<file path="src/hdl/rre_pkg.sv">
// Purpose: Shared constants and carrier types for the return and rotate execution unit
// Assumes: 16-bit instruction words, 8-bit data, 21-bit program counter
// Notes: Status layout keeps carry at bit 0, zero at bit 2, negative at bit 4
package rre_pkg;
	localparam int DATA_W = 8;
	localparam int PC_W = 21;
	localparam int BANK_W = 4;
	localparam int STAT_W = 5;
	localparam logic [15:0] RET_MASK = 16'hfffe;
	localparam logic [15:0] RET_CODE = 16'h0012;
	localparam logic [5:0] OP_ROT_LEFT_CARRY = 6'h0d;
	localparam logic [5:0] OP_ROT_LEFT_PLAIN = 6'h11;
	localparam logic [5:0] OP_ROT_RIGHT_CARRY = 6'h0c;
	localparam int BIT_DEST = 9;
	localparam int BIT_BANK = 8;
	localparam int BIT_FAST = 0;
	localparam int STAT_C = 0;
	localparam int STAT_Z = 2;
	localparam int STAT_N = 4;
	localparam logic [7:0] INDEXED_LIMIT = 8'h5f;
	localparam logic [7:0] ACCESS_SPLIT = 8'h60;
	localparam logic [DATA_W-1:0] WORK_RESET = 8'h00;
	localparam logic [STAT_W-1:0] STAT_RESET = 5'h00;
	localparam logic [BANK_W-1:0] BANK_RESET = 4'h0;
	localparam logic [PC_W-1:0] PC_RESET = 21'h000000;
	localparam logic [PC_W-1:0] LATCH_RESET = 21'h000000;

	typedef enum logic [3:0]
	{
		RRE_Q1 = 4'h1,
		RRE_Q2 = 4'h2,
		RRE_Q3 = 4'h4,
		RRE_Q4 = 4'h8
	} rre_phase_t;

	typedef struct packed
	{
		logic [DATA_W-1:0] work;
		logic [STAT_W-1:0] flags;
		logic [BANK_W-1:0] bank;
	} rre_ctx_t;

	typedef struct packed
	{
		logic toFile;
		logic indexed;
		logic [11:0] addr;
	} rre_mem_t;
endpackage : rre_pkg

</file>
<file path="src/hdl/rre_rotator.sv">
// Purpose: Combinational rotate datapath with flag results
// Assumes: Mode selects left-through-carry, left-plain or right-through-carry
// Notes: Carry out equals carry in for the plain rotate
`timescale 1ns/1ps
module rre_rotator
(
	input wire logic [1:0] mode, // 0 left via carry, 1 left plain, 2 right via carry
	input wire logic [7:0] src, // Operand byte
	input wire logic carryIn, // Current carry flag
	output logic [7:0] result, // Rotated byte
	output logic carryOut, // New carry
	output logic zero, // Result is zero
	output logic negative // Result bit 7
);
	always_comb
	begin
		result = src;
		carryOut = carryIn;
		case (mode)
			2'h0:
			begin
				result = {src[6:0], carryIn};
				carryOut = src[7];
			end
			2'h1: result = {src[6:0], src[7]};
			2'h2:
			begin
				result = {carryIn, src[7:1]};
				carryOut = src[0];
			end
			default: result = src;
		endcase
		zero = (result == 8'h00);
		negative = result[7];
	end
endmodule : rre_rotator

</file>
<file path="src/hdl/rre_exec.sv">
// Purpose: Execution of subroutine return and the three single-register rotates
// Assumes: Instruction presented with instrValid at Q1; file data valid by Q3
//          qTick may be tied high, one instruction then takes four clocks
// Notes: Return stack and shadow capture live outside; this unit pops and restores
//        A latch load from another instruction still lands during a return
//
// How it works
// - Return pops the stack and loads its top value into the PC.
// - Return with fast bit one restores working, flags, bank from shadows.
// - Return with fast bit zero leaves working, flags and bank alone.
// - Return never alters the upper or high PC latch registers.
// - Rotate left through carry decodes as 001101, d, a, 8-bit address.
// - Left through carry: bits shift up, bit 7 to carry, carry to bit 0.
// - Destination bit zero writes working register, one writes the file register.
// - Bank bit zero uses access bank, one uses bank select register.
// - Bank zero, extended set on, address up to 95: indexed literal offset.
// - Plain rotate left 010001: bit 7 into bit 0, flags N and Z only.
`timescale 1ns/1ps
module rre_exec
(
	input wire logic clk, // 25 MHz core clock
	input wire logic rst, // Synchronous reset, active high
	input wire logic qTick, // One-cycle enable advancing the Q phase
	input wire logic instrValid, // Instruction word valid for this instruction cycle
	input wire logic [15:0] instrWord, // Instruction word
	input wire logic extendedSet, // Extended instruction set enabled
	input wire logic [7:0] fileRdData, // File register read data
	input wire logic [rre_pkg::PC_W-1:0] stackTopValue, // Top of return stack
	input wire rre_pkg::rre_ctx_t shadowCtx, // Shadow working, flags, bank select
	input wire logic [rre_pkg::PC_W-1:0] latchWrUpper, // Latch load data, upper
	input wire logic [rre_pkg::PC_W-1:0] latchWrHigh, // Latch load data, high
	input wire logic latchWrEn, // Latch load strobe from other instructions
	output logic [rre_pkg::PC_W-1:0] pcOut, // Program counter
	output rre_pkg::rre_ctx_t ctxOut, // Working, flags, bank select
	output logic [rre_pkg::PC_W-1:0] pcUpperLatch, // Upper PC latch
	output logic [rre_pkg::PC_W-1:0] pcHighLatch, // High PC latch
	output logic stackPop, // One-cycle pop strobe
	output rre_pkg::rre_mem_t fileReq, // File register address and mode
	output logic fileRd, // File read strobe
	output logic fileWr, // File write strobe
	output logic [7:0] fileWrData, // File write data
	output rre_pkg::rre_phase_t phaseOut // Current Q phase
);
	////////////////////////////////////////////////////////////////////////////////
	rre_pkg::rre_phase_t phase_reg, phase_next;
	logic [rre_pkg::PC_W-1:0] pc_reg, pc_next;
	rre_pkg::rre_ctx_t ctx_reg, ctx_next;
	logic [rre_pkg::PC_W-1:0] upper_reg, upper_next, high_reg, high_next;
	logic pop_reg, pop_next, rd_reg, rd_next, wr_reg, wr_next;
	logic [7:0] wdata_reg, wdata_next;
	rre_pkg::rre_mem_t req_reg, req_next;
	logic [15:0] ir_reg, ir_next;
	logic isRet, isRot;
	logic [1:0] rotMode;
	logic [7:0] rotResult;
	logic rotCarry, rotZero, rotNeg;

	////////////////////////////////////////////////////////////////////////////////
	// Decode from the held word so a changing bus mid-cycle cannot split behaviour
	always_comb
	begin
		isRet = ((ir_reg & rre_pkg::RET_MASK) == rre_pkg::RET_CODE);
		isRot = 1'b1;
		// Mode 3 passes data through and only shows when nothing rotates
		rotMode = 2'h3;
		case (ir_reg[15:10])
			rre_pkg::OP_ROT_LEFT_CARRY: rotMode = 2'h0;
			rre_pkg::OP_ROT_LEFT_PLAIN: rotMode = 2'h1;
			rre_pkg::OP_ROT_RIGHT_CARRY: rotMode = 2'h2;
			default: isRot = 1'b0;
		endcase
	end

	rre_rotator u_rot
	(
		.mode(rotMode),
		.src(fileRdData),
		.carryIn(ctx_reg.flags[rre_pkg::STAT_C]),
		.result(rotResult),
		.carryOut(rotCarry),
		.zero(rotZero),
		.negative(rotNeg)
	);

	////////////////////////////////////////////////////////////////////////////////
	// Next values of every register; the block below only stores them
	always_comb
	begin
		phase_next = phase_reg;
		pc_next = pc_reg;
		ctx_next = ctx_reg;
		upper_next = upper_reg;
		high_next = high_reg;
		pop_next = 1'b0;
		rd_next = 1'b0;
		wr_next = 1'b0;
		wdata_next = wdata_reg;
		req_next = req_reg;
		ir_next = ir_reg;
		// Only other instructions load the latches; return never touches them
		if (latchWrEn)
		begin
			upper_next = latchWrUpper;
			high_next = latchWrHigh;
		end
		if (qTick)
		begin
			case (phase_reg)
				rre_pkg::RRE_Q1:
				begin
					phase_next = rre_pkg::RRE_Q2;
					ir_next = instrValid ? instrWord : 16'h0000;
				end
				rre_pkg::RRE_Q2:
				begin
					phase_next = rre_pkg::RRE_Q3;
					if (isRot)
					begin
						req_next.toFile = ir_reg[rre_pkg::BIT_DEST];
						// Indexed mode is only flagged; the offset add sits in the address unit
						req_next.indexed = 1'b0;
						if (ir_reg[rre_pkg::BIT_BANK])
							req_next.addr = {ctx_reg.bank, ir_reg[7:0]};
						else if (extendedSet && ir_reg[7:0] <= rre_pkg::INDEXED_LIMIT)
						begin
							req_next.indexed = 1'b1;
							req_next.addr = {4'h0, ir_reg[7:0]};
						end
						// Access bank: low addresses map to bank 0, the rest to bank f
						else if (ir_reg[7:0] < rre_pkg::ACCESS_SPLIT)
							req_next.addr = {4'h0, ir_reg[7:0]};
						else
							req_next.addr = {4'hf, ir_reg[7:0]};
						rd_next = 1'b1;
					end
				end
				rre_pkg::RRE_Q3:
				begin
					phase_next = rre_pkg::RRE_Q4;
					if (isRot)
					begin
						// Carry survives the plain rotate because the rotator passes it through
						ctx_next.flags[rre_pkg::STAT_C] = rotCarry;
						ctx_next.flags[rre_pkg::STAT_Z] = rotZero;
						ctx_next.flags[rre_pkg::STAT_N] = rotNeg;
						// Destination bit picks write-back to the file or the working register
						if (ir_reg[rre_pkg::BIT_DEST])
						begin
							wr_next = 1'b1;
							wdata_next = rotResult;
						end
						else
							ctx_next.work = rotResult;
					end
				end
				rre_pkg::RRE_Q4:
				begin
					phase_next = rre_pkg::RRE_Q1;
					// The second return cycle is fed in as a no-op word, so all work happens here
					if (isRet)
					begin
						pc_next = stackTopValue;
						pop_next = 1'b1;
						if (ir_reg[rre_pkg::BIT_FAST])
							ctx_next = shadowCtx;
						else
							ctx_next = ctx_reg;
						// Latches untouched here so a coincident load from elsewhere is not lost
					end
				end
				default: phase_next = rre_pkg::RRE_Q1;
			endcase
		end
	end

	////////////////////////////////////////////////////////////////////////////////
	// Plain storage; reset loads package constants and zero literals
	always_ff @(posedge clk)
	begin
		if (rst)
		begin
			phase_reg <= rre_pkg::RRE_Q1;
			pc_reg <= rre_pkg::PC_RESET;
			ctx_reg <= {rre_pkg::WORK_RESET, rre_pkg::STAT_RESET, rre_pkg::BANK_RESET};
			upper_reg <= rre_pkg::LATCH_RESET;
			high_reg <= rre_pkg::LATCH_RESET;
			pop_reg <= 1'b0;
			rd_reg <= 1'b0;
			wr_reg <= 1'b0;
			wdata_reg <= 8'h00;
			req_reg <= '0;
			ir_reg <= 16'h0000;
		end
		else
		begin
			phase_reg <= phase_next;
			pc_reg <= pc_next;
			ctx_reg <= ctx_next;
			upper_reg <= upper_next;
			high_reg <= high_next;
			pop_reg <= pop_next;
			rd_reg <= rd_next;
			wr_reg <= wr_next;
			wdata_reg <= wdata_next;
			req_reg <= req_next;
			ir_reg <= ir_next;
		end
	end

	////////////////////////////////////////////////////////////////////////////////
	// Every output is a register, never decoded logic
	assign pcOut = pc_reg;
	assign ctxOut = ctx_reg;
	assign pcUpperLatch = upper_reg;
	assign pcHighLatch = high_reg;
	assign stackPop = pop_reg;
	assign fileReq = req_reg;
	assign fileRd = rd_reg;
	assign fileWr = wr_reg;
	assign fileWrData = wdata_reg;
	assign phaseOut = phase_reg;
endmodule : rre_exec

</file>
<file path="config.mk">
export PLATFORM = sky130hd
export DESIGN_NAME = rre_exec
export DESIGN_NICKNAME = d
export VERILOG_FILES = /design/src/hdl/rre_pkg.sv /design/src/hdl/rre_rotator.sv /design/src/hdl/rre_exec.sv
export SDC_FILE = /design/constraint.sdc
export NUM_CORES = 1
export LEC_CHECK = 0
export BUFFER_PORTS_ARGS = -buffer_cell sky130_fd_sc_hd__buf_2
export CORE_UTILIZATION = 47
export CTS_CLUSTER_SIZE = 30
export DETAILED_ROUTE_END_ITERATION = 8
export PLACE_DENSITY = 0.8
export SLEW_MARGIN = 0
export SYNTH_ARGS = -nofsm -noshare
export SYNTH_HDL_FRONTEND = slang
export SYNTH_SLANG_ARGS = --single-unit
</file>
<file path="constraint.sdc">
create_clock -name clk -period 2.6 [get_ports clk]
set_clock_uncertainty 0.05 [all_clocks]
set_input_delay 0.26 -clock clk [delete_from_list [all_inputs] [get_ports clk]]
set_output_delay 0.26 -clock clk [all_outputs]
set_load 0.005 [all_outputs]
</file>
[After elaboration in Yosys (flattened, before gate mapping)]
Index checks and enable logic that the tools add are counted.
Word-level totals
  output and inout port bits: 109
  memories: 0
  memory bits (read-only): 0
  word-level logic and storage cells: 78
  latch bits: 0
  register bits: 125
  RAM bits: 0
Cells by class
  shift-type cells: 0
  div/mod/pow operators: 0
  reduce and logical (&&, ||, !) cells: 16
  equal/unequal tests: 15
  add/subtract/negate cells: 0
  magnitude comparators: 2
  multiplexer cells: 23
  bitwise logic cells: 5
  multipliers: 0
Operators by type and width (number)
  two-way mux 12 bit: 3
  two-way mux 17 bit: 2
  one-hot mux 8 bit (3 select lines): 1
  one-hot mux 9 bit (2 select lines): 1
  two-way mux 16 bit: 1
  == test 15 x 4 -> 1 bit, second input constant: 1
  == test 6 x 4 -> 1 bit, second input constant: 2
  one-hot mux 4 bit (3 select lines): 1
  AND reduction 6 bit: 2
  two-way mux 9 bit: 1
  OR reduction 3 bit: 3
  less-or-equal comparator 8 x 7 -> 1 bit, second input constant: 1
  zero test 8 bit: 1
  < comparator 8 x 7 -> 1 bit, second input constant: 1
  two-way mux 1 bit: 8
  two-way mux 8 bit: 1
  != test 2 bit, second input constant: 4
  AND reduction 4 bit: 2
  == test 6 x 5 -> 1 bit, second input constant: 1
  one-hot mux 1 bit (2 select lines): 3
  one-hot mux 2 bit (3 select lines): 1
  AND reduction 3 bit: 2
  inverter 1 bit: 5
  AND reduction 5 bit: 1
  other kinds (12): 12

[Depth between registers and ports, before layout]
Gate-level depths: netlist of run 1.
  word-level depth: 7
  depth in mapped cells: 9
  mapped depth without buffers: 6

[By module]
Synthesis of run 1 repeated with hierarchy kept, for this count alone.
Second synthesis, totals
  cells, all modules: 553
  area total of the unflattened synthesis: 5026.1 um2
Modules (own cells, without submodules)
  rre_exec: area an instance 4748.3 um2, cells each 512, sequential area each 2502.4 um2, instances 1
  rre_rotator: area an instance 277.8 um2, cells each 41, sequential area each 0.0 um2, instances 1

[Worst setup path after synthesis of run 1]
No wires, ideal clock.
  kind: reg-to-reg
  start: register ir_reg[14]
  end: register ctx_reg, in the netlist ctxOut[6]
  data required time: 2462 ps
  stages on the path, launching flop included: 8
  arrival time: 1842 ps
  setup slack: 620 ps
  clock period less this slack: 1980 ps
  cells stage by stage: dfxtp_1 and3b_1 buf_6 o211a_4 a222oi_1 nor4b_2 nand3b_1 a311oi_2
Between the ends
  cells in the longest elaborated chain, start to end: 7
  elaborated cells between the ends (all ways): 17
  those cells by class: eq/ne (8); mux (5); reduce/logical (4)
RTL lines
  start, declared: line rre_exec.sv:52  | logic [15:0] ir_reg, ir_next;
  start signal, assigned: line rre_exec.sv:206  | ir_reg <= ir_next;
  == test 6 x 4 -> 1 bit / == test 6 x 5 -> 1 bit (equally long branches): line rre_exec.sv:66  | case (ir_reg[15:10])
  one-hot mux 2 bit (3 select lines): line rre_exec.sv:66
  == test 2 bit, or another cell as far along: line rre_rotator.sv:19  | case (mode)
  one-hot mux 8 bit (3 select lines): line rre_rotator.sv:19
  zero test 8 bit: line rre_rotator.sv:33  | zero = (result == 8'h00);
  two-way mux 1 bit: line rre_exec.sv:140  | if (isRot)
  one-hot mux 1 bit (2 select lines): line rre_exec.sv:108  | case (phase_reg)
  end signal, assigned: line rre_exec.sv:184  | ctx_reg <= {rre_pkg::WORK_RESET, rre_pkg::STAT_RESET, rre_pkg::BANK_RESET};
  end signal, assigned: line rre_exec.sv:198  | ctx_reg <= ctx_next;
  end, declared: line rre_exec.sv:47  | rre_pkg::rre_ctx_t ctx_reg, ctx_next;
Parallel ways exist; a longest one is shown, timed or not. The select of a mux whose other input is x is not followed.
A chain may end at the register's enable or synchronous reset.

[Worst setup path after layout of run 1]
  start: register phase_reg[2] (netlist: phaseOut[2])
  end: register wdata_reg[6] (netlist: fileWrData[6])
Between the ends
  cells in the longest elaborated chain, start to end: 2
RTL lines
  start, declared: line rre_exec.sv:45  | rre_pkg::rre_phase_t phase_reg, phase_next;
  start signal, assigned: line rre_exec.sv:182  | phase_reg <= rre_pkg::RRE_Q1;
  start signal, assigned: line rre_exec.sv:196  | phase_reg <= phase_next;
  == test 4 x 3 -> 1 bit: line rre_exec.sv:108
  AND reduction 4 bit (no line)
  end signal, assigned: line rre_exec.sv:204  | wdata_reg <= wdata_next;
  end, declared: line rre_exec.sv:50  | logic [7:0] wdata_reg, wdata_next;
Every way passes these cells.

==> run metrics, run 1 <==
status=finished, final reports clean; Resize count post-CTS=0; WL/cell=16.8 um; clock transition at the registers of the reported paths=60 ps; initial core utilization=49.2%; CP endpoint kind=register; most frequent CP cell=nor2_1; Die W=104 um; cells after synthesis=553; Place WS=270 ps; Sequential cell area=2500 um^2; EDFF count, synth=0; biggest cell delay along the critical path=530 ps; Mapped Nets=663; CP required=2910 ps; vias=5223; Ys Warns=0; GR Util All Layers=30.4%; CTS max path bufs=2; post-layout minimum cycle time=2340 ps; Hold WS=49.7 ps; Hold Path Class=in2reg; power consumption=4.70 mW; max-cap violations=0; unrepaired setup endpoints after global routing=false; Slowest-stage cell, CP=nor4b_1; crit-path cells=nor4b_1, nand2_1, nor2_1, and2_1, mux2i_1, nor2_1; Final setup viols=0; Ant. Diodes=0; Layout area overhead=52.2%; Tightest Pin Transition=861 ps; Core ar.=9950 um^2; VDD IR-drop max=313 uV; Post-CTS Setup Bufs=0; TritonRoute pass-1 iters=5; Static Leak=3.41 nW; crit start category=register; Post-synth ARST share=0%; die area=10800 um^2; CTS Buf Count=17; largest net degree at the start of global routing=70; Antenna Nets Post-Route=0; Root Driver=clkbuf_8; IO buf count=218; number of global-route vias before repair=5237; type of the worst setup path=reg2reg; Clock Sink Count=125; Worst slew margin=42.4%; Mean Syn Cell Area=8.85 um^2; GPL Wtd Cong=0.851; final worst setup slack=261 ps; I/O Pins=219; worst skew pair latency=500 ps; cell area after synthesis=4900 um^2; Post-Route WL=16600 um; area of the multi-input gates=2200 um^2; ys flop type=dfxtp_1; period utilisation layout=89.9%; initial antenna violation count=0; Final Hold Viols=0; Worst Path Arrival=2650 ps; PwrDens=631 nW/um^2; Via density=5.29; register area share after synthesis=51.1%; grt ovf=0; drt drc=0; htree depth=4; global-route wire length before repair=26200 um; Post-DP HPWL=9620 um; cell row count=36; Max Clock Freq=428 MHz; layout cells sized above 1=30.6%; Final Max Tran Viols=0; nets=951; die height=104 um; Synth cell types=41; Fillers=680; TritonCTS clock tree=yes; DR iter-0 viols=363; crit path max fanout=10; Synth Register Bits=125; # hold bufs at CTS=87; Setup TNS Final=0 ps
[area by class of cell]
class / count / share of cell area, %
inverters: 2 / 0.101
clock inverters: 11 / 1.60
multi-input cells: 385 / 29.5
clock buffers: 21 / 5.90
well taps: 133 / 2.23
repair buffers: 310 / 27.0
flip-flops and latches: 125 / 33.6
[cell usage after synthesis, types with 2 or more instances]
cell | instances | area [um^2]
clkbuf_1 | 27 | 101
nor4_1 | 2 | 12.5
nand2b_1 | 8 | 50.1
buf_6 | 3 | 33.8
o21ai_0 | 2 | 10.0
or2_2 | 2 | 12.5
a211o_1 | 2 | 17.5
and2_1 | 3 | 18.8
a22oi_1 | 8 | 60.1
a21oi_1 | 65 | 325
buf_2 | 4 | 20.0
nor3b_1 | 2 | 15.0
nor2_1 | 65 | 244
dfxtp_1 | 125 | 2500
and3_1 | 10 | 62.6
buf_1 | 6 | 22.5
mux2i_1 | 49 | 490
a211oi_1 | 10 | 75.1
nand3b_1 | 2 | 15.0
nor4b_2 | 2 | 30.0
nand2_1 | 100 | 375
nor3_1 | 4 | 20.0
nor4b_1 | 3 | 26.3
nor2b_1 | 5 | 31.3
inv_1 | 2 | 7.51
a221o_1 | 6 | 60.1
nand3_1 | 22 | 110
[where the power goes]
| part | total (mW) | leakage [nW] | switching, mW | internal [mW] |
|---|---|---|---|---|
| Sequential | 2.02 | 1.02 | 0.0463 | 1.97 |
| Clock | 2.21 | 0.264 | 0.832 | 1.38 |
| Combinational | 0.469 | 2.13 | 0.219 | 0.249 |
| Total | 4.70 | 3.41 | 1.10 | 3.60 |
[metal layers]
| metal | share of wire (%) | track usage [%] |
|---|---|---|
| met5 | 0 | 0 |
| met4 | 2.7 | 14.1 |
| met3 | 8.2 | 8.90 |
| met2 | 50 | 53.5 |
| met1 | 39 | 33.7 |
[placed cells by master, fill, tap and decap left out, types with 3 or more instances in the layout]
master / count
buf_2: 217
a211oi_1: 10
buf_4: 5
a22oi_1: 8
nand3_1: 22
nor3_1: 4
nor2_1: 65
clkinvlp_4: 4
and2_1: 3
nor4b_1: 3
a221o_1: 6
clkinv_2: 4
clkbuf_1: 3
nand2_1: 100
nor2b_1: 5
dlygate4sd3_1: 87
nand2b_1: 8
mux2i_1: 49
clkbuf_16: 16
a21oi_1: 65
dfxtp_1: 125
and3_1: 10
[critical path, delay by kind of cell, from the launching register on]
kind             cells  cell delay (ps)
flip-flops           1              460
AND/OR/NAND/NOR      5             1430
multiplexers         1              250
[kinds of logic (layout without fill, tap and decap cells)]
kind of cell	after synthesis	count (layout)	synth area share, %
AND/OR/NAND/NOR	234	234	21.7
flip-flops	125	125	51.1
buffers and inverters	43	344	3.94
multiplexers	50	50	10.2
AO/OA/AOI/OAI	101	101	13.0
[final timing paths]
path / startpoint / endpoint / slack, ps / depth (start not counted)
setup / recovery: phaseOut[2]$_SDFFE_PP0P_ / fileWrData[6]$_SDFFE_PP0P_ / 260 / 6
hold / removal: shadowCtx[8] / ctxOut[8]$_SDFFE_PP0P_ / 50 / 3
setup reg to reg: phaseOut[2]$_SDFFE_PP0P_ / fileWrData[6]$_SDFFE_PP0P_ / 260 / 6
hold reg to reg: pcOut[7]$_SDFFE_PP0P_ / pcOut[7]$_SDFFE_PP0P_ / 400 / 2
[per-stage QoR]
stage	utilization [%]	std cells	area, um^2
3_5_place_dp	60.5	868	6020
4_1_cts	74.8	987	7450
5_1_grt	74.8	987	7450
2_1_floorplan	-	553	4900
6_report	74.8	987	7450
3_3_place_gp	60.5	868	6020
No activity file was read; power rests on OpenSTA's default activity.
==> inputs of run 2 (changes only) <==
==> constraint.sdc (replaced) <==
create_clock -name clk -period 2.5 [get_ports clk]
set_clock_uncertainty 0.05 [all_clocks]
set_input_delay 0.25 -clock clk [delete_from_list [all_inputs] [get_ports clk]]
set_output_delay 0.25 -clock clk [all_outputs]
set_load 0.005 [all_outputs]
==> run metrics, run 2 (synthesis results as in run 1) <==
Max Clock Freq=432 MHz (was 428 MHz); vias=5308 (was 5223); Root Driver=clkbuf_8 (unchanged); clock transition at the registers of the reported paths=60 ps (about the same); Final Hold Viols=0 (unchanged); largest net degree at the start of global routing=59 (was 70); Placed Cells incl. Taps=869 (was 868); post-layout minimum cycle time=2310 ps (was 2340 ps); global-route wire length before repair=26500 um (was 26200 um); worst skew pair latency=510 ps (was 500 ps); Tightest Pin Transition=859 ps (was 861 ps); period utilisation layout=92.5% (was 89.9%); IO buf count=218 (unchanged); CTS Buf Count=17 (unchanged); die area=10800 um^2 (unchanged); GR Util All Layers=30.8% (was 30.4%); status=finished, final reports clean (unchanged); initial core utilization=49.2% (unchanged); GPL Wtd Cong=0.867 (was 0.851); CP required=2870 ps (was 2910 ps); Antenna Nets Post-Route=0 (unchanged); Setup TNS Final=0 ps (unchanged); Core ar.=9950 um^2 (unchanged); Layout area overhead=53.4% (was 52.2%); Ant. Diodes=0 (unchanged); Area after DPL=6040 um^2 (was 6020 um^2); max-cap violations=0 (unchanged); Clock Sink Count=125 (unchanged); fin cells=987 (unchanged); nets=951 (unchanged); Finished Core Util=75.4% (was 74.8%); Post-Route WL=16700 um (was 16600 um); cell row count=36 (unchanged); drt drc=0 (unchanged); Die W=104 um (unchanged); DR iter-0 viols=355 (was 363); commonest non-fill, non-tap cell in the layout=buf_2 (unchanged); type of the worst setup path=reg2reg (unchanged); crit path max fanout=11 (was 10); Final Max Tran Viols=0 (unchanged); I/O Pins=219 (unchanged); layout cells sized above 1=30.8% (was 30.6%); CP endpoint kind=register (unchanged); Via density=5.38 (was 5.29); VDD IR-drop max=372 uV (was 313 uV); initial antenna violation count=0 (unchanged); crit start category=register (unchanged); Final setup viols=0 (unchanged); TritonCTS clock tree=yes (unchanged); Post-CTS Setup Bufs=0 (unchanged); Final Cell Area=7510 um^2 (was 7450 um^2); Hold Path Class=in2reg (unchanged); Worst slew margin=42.3% (was 42.4%); Worst Path Arrival=2680 ps (was 2650 ps); unrepaired setup endpoints after global routing=false (unchanged); Post-DP HPWL=9760 um (was 9620 um); Static Leak=3.44 nW (was 3.41 nW); die height=104 um (unchanged); CTS max path bufs=2 (unchanged); most frequent cells in the layout=buf_2 (217), dfxtp_1 (125), nand2_1 (100), dlygate4sd3_1 (86), a21oi_1 (65) (was buf_2 (217), dfxtp_1 (125), nand2_1 (100), dlygate4sd3_1 (87)); WL/cell=16.9 um (was 16.8 um); grt ovf=0 (unchanged); PwrDens=679 nW/um^2 (was 631 nW/um^2); htree depth=4 (unchanged); Hold WS=51.1 ps (was 49.7 ps); number of global-route vias before repair=5289 (was 5237); TritonRoute pass-1 iters=5 (unchanged)
[run 2: changes by cell type in the layout (fill, tap and decap cells not counted), sizes merged]
cell | before | now
buf | 223 | 224
dlygate4sd3 | 87 | 86
clkinvlp | 4 | 3
clkinv | 5 | 4
bufinv | 2 | 4
[run 2: final cells by class]
type | instances | area (um^2)
Tap cell | 133 | 166
Multi-Input combinational cell | 385 | 2200
Inverter | 2 | 7.51
Sequential cell | 125 | 2500
Fill cell | 671 | 2440
Timing Repair Buffer | 310 | 2020
Clock inverter | 11 | 166
Clock buffer | 21 | 439
[run 2: report_power, final]
group	internal (mW)	switching [mW]	total [mW]
Clock	1.64	0.866	2.51
Combinational	0.261	0.231	0.492
Sequential	2.05	0.0477	2.10
[run 2: stage by stage]
stage / setup WS [ps] / power [mW]
floorplan: 520 / 2.31
finish: 187 / 5.10
global route: 20.3 / 5.27
global placement: 380 / 2.48
CTS: 216 / 5.09
detailed placement: 265 / 2.49
[run 2: final timing paths]
check                                        startpoint                endpoint  slack (ps)  cells past startpoint
worst max-delay path            ir_reg[12]$_SDFFE_PP0P_  ctxOut[6]$_SDFFE_PP0P_         190                      6
worst min-delay path                       shadowCtx[8]  ctxOut[8]$_SDFFE_PP0P_          50                      3
worst max register to register  ir_reg[12]$_SDFFE_PP0P_  ctxOut[6]$_SDFFE_PP0P_         190                      6
worst min register to register    pcOut[4]$_SDFFE_PP0P_   pcOut[4]$_SDFFE_PP0P_         400                      2
[run 2: metal layers]
metal	up-vias	track usage (%)	part of all wire (%)
li1	2480	-	-
met1	2516	33.6	38
met2	277	55.8	52
met3	35	7.96	7.4
met4	0	13.5	2.6
met5	-	0	0
[run 2: repair_timing]
item	4_1_cts	5_1_grt
endpoints found under the setup margin	0	1
gates resized for setup	0	1
hold buffers	86	0
endpoints found under the hold margin	86	0
[run 2: worst max-delay path: stages, from the launching register on]
cell and delay [ps]:
dfxtp_1 430, and3b_1 390, o21ai_2 220, a221o_1 460, nor4b_2 330, nand3b_1 120, a311oi_2 230
==> inputs of run 3 (changes only) <==
--- a/config.mk
+++ b/config.mk
@@ -5,11 +5,13 @@
 export SDC_FILE = /design/constraint.sdc
 export NUM_CORES = 1
 export LEC_CHECK = 0
+export ABC_CLOCK_PERIOD_IN_PS = 2500
 export BUFFER_PORTS_ARGS = -buffer_cell sky130_fd_sc_hd__buf_2
 export CORE_UTILIZATION = 47
 export CTS_CLUSTER_SIZE = 30
 export DETAILED_ROUTE_END_ITERATION = 8
-export PLACE_DENSITY = 0.8
+export HOLD_SLACK_MARGIN = 0.1
+export PLACE_DENSITY_LB_ADDON = 0.2
 export SLEW_MARGIN = 0
 export SYNTH_ARGS = -nofsm -noshare
 export SYNTH_HDL_FRONTEND = slang
==> run metrics, run 3 (synthesis results as in run 1) <==
post-layout minimum cycle time=2300 ps (was 2310 ps); GPL Wtd Cong=0.837 (was 0.867); CP endpoint kind=register (unchanged); worst skew pair latency=500 ps (was 510 ps); Die W=104 um (unchanged); cell row count=36 (unchanged); Placed Cells incl. Taps=870 (was 869); Root Driver=clkbuf_8 (unchanged); nets=978 (was 951); CTS max path bufs=2 (unchanged); crit path max fanout=11 (unchanged); Worst Path Arrival=2660 ps (was 2680 ps); Static Leak=3.51 nW (was 3.44 nW); VDD IR-drop max=409 uV (was 372 uV); Core ar.=9950 um^2 (unchanged); Hold Path Class=in2reg (unchanged); number of global-route vias before repair=5032 (was 5289); Ant. Diodes=0 (unchanged); fin cells=1014 (was 987); global-route wire length before repair=25200 um (was 26500 um); Area after DPL=6040 um^2 (about the same); Finished Core Util=78.0% (was 75.4%); I/O Pins=219 (unchanged); TritonRoute pass-1 iters=5 (unchanged); clock transition at the registers of the reported paths=60 ps (about the same); IO buf count=218 (unchanged); Setup TNS Final=0 ps (unchanged); PwrDens=649 nW/um^2 (was 679 nW/um^2); Via density=5.13 (was 5.38); Tightest Pin Transition=877 ps (was 859 ps); layout cells sized above 1=30.3% (was 30.8%); Hold WS=120 ps (was 51.1 ps); commonest non-fill, non-tap cell in the layout=buf_2 (unchanged); grt ovf=0 (unchanged); Max Clock Freq=434 MHz (was 432 MHz); WL/cell=15.6 um (was 16.9 um); Place WS=222 ps (was 265 ps); die height=104 um (unchanged); Worst slew margin=41.3% (was 42.3%); Antenna Nets Post-Route=0 (unchanged); CTS Buf Count=17 (unchanged); initial antenna violation count=0 (unchanged); Final setup viols=0 (unchanged); area of the multi-input gates=2220 um^2 (was 2200 um^2); GR Util All Layers=28.9% (was 30.8%); power consumption=5.04 mW (was 5.10 mW); status=finished, final reports clean (unchanged); htree depth=4 (unchanged); Sequential cell area=2500 um^2 (unchanged); period utilisation layout=92.1% (was 92.5%); largest net degree at the start of global routing=60 (was 59); Fillers=683 (was 671); Post-CTS Setup Bufs=0 (unchanged); initial core utilization=49.2% (unchanged); crit start category=register (unchanged); final worst setup slack=197 ps (was 187 ps); DR iter-0 viols=250 (was 355); die area=10800 um^2 (unchanged); Post-Route WL=15800 um (was 16700 um); vias=5200 (was 5308); drt drc=0 (unchanged); unrepaired setup endpoints after global routing=false (unchanged); TritonCTS clock tree=yes (unchanged); Final Hold Viols=0 (unchanged); most frequent cells in the layout=buf_2 (217), dfxtp_1 (125), dlygate4sd3_1 (112), nand2_1 (100) (was buf_2 (217), dfxtp_1 (125), nand2_1 (100), dlygate4sd3_1 (86), a21oi_1 (65)); Post-DP HPWL=9660 um (was 9760 um); Final Max Tran Viols=0 (unchanged); CP required=2860 ps (was 2870 ps); type of the worst setup path=reg2reg (unchanged); max-cap violations=0 (unchanged); Layout area overhead=58.6% (was 53.4%); Clock Sink Count=125 (unchanged); Final Cell Area=7760 um^2 (was 7510 um^2)
==> run 3: cell count changes in the layout (fill, tap and decap cells not counted), moves of 2 or more <==
cell / delta
buf_4: +2
dlygate4sd3_1: +26
and2_2: +2
and2_1: -2
==> run 3: critical path, cell delays in order (launching register included) <==
cell and delay (ps):
dfxtp_1 410, and3b_1 390, o21ai_2 220, a221o_1 430, nor4_1 320, nand3b_1 130, a311oi_2 250
==> run 3: final timing paths <==
check / start / to / slack [ps] / cells past startpoint
worst min-delay path: rst / pcUpperLatch[3]$_SDFFE_PP0P_ / 120 / 2
worst max-delay path: ir_reg[13]$_SDFFE_PP0P_ / ctxOut[6]$_SDFFE_PP0P_ / 200 / 6
worst max register to register: ir_reg[13]$_SDFFE_PP0P_ / ctxOut[6]$_SDFFE_PP0P_ / 200 / 6
worst min register to register: pcOut[14]$_SDFFE_PP0P_ / pcOut[14]$_SDFFE_PP0P_ / 400 / 2
==> run 3: power breakdown <==
part           switching, mW  internal [mW]
Combinational          0.227          0.285
Sequential            0.0457           2.05
Clock                  0.865           1.57
==> run 3: what timing repair did <==
| item | 4_1_cts | 5_1_grt |
|---|---|---|
| hold endpoints to repair | 100 | 0 |
| hold buffers | 112 | 0 |
| gates resized for setup | 0 | 4 |
| endpoints found under the setup margin | 0 | 5 |
==> run 3: area by class of cell <==
cell class	instances	area share, %
repair buffers	337	29.4
flip-flops and latches	125	32.2
multi-input cells	385	28.6
clock inverters	11	1.82
inverters	2	0.0967
clock buffers	21	5.79
well taps	133	2.14
==> run 3: metal layers <==
| layer | share of wire, % | vias to the layer above | global-route usage, % |
|---|---|---|---|
| met3 | 7.0 | 31 | 8.65 |
| met5 | 0 | - | 0 |
| li1 | - | 2531 | - |
| met1 | 40 | 2413 | 32.5 |
| met4 | 2.3 | 0 | 11.8 |
| met2 | 50 | 225 | 50.8 |
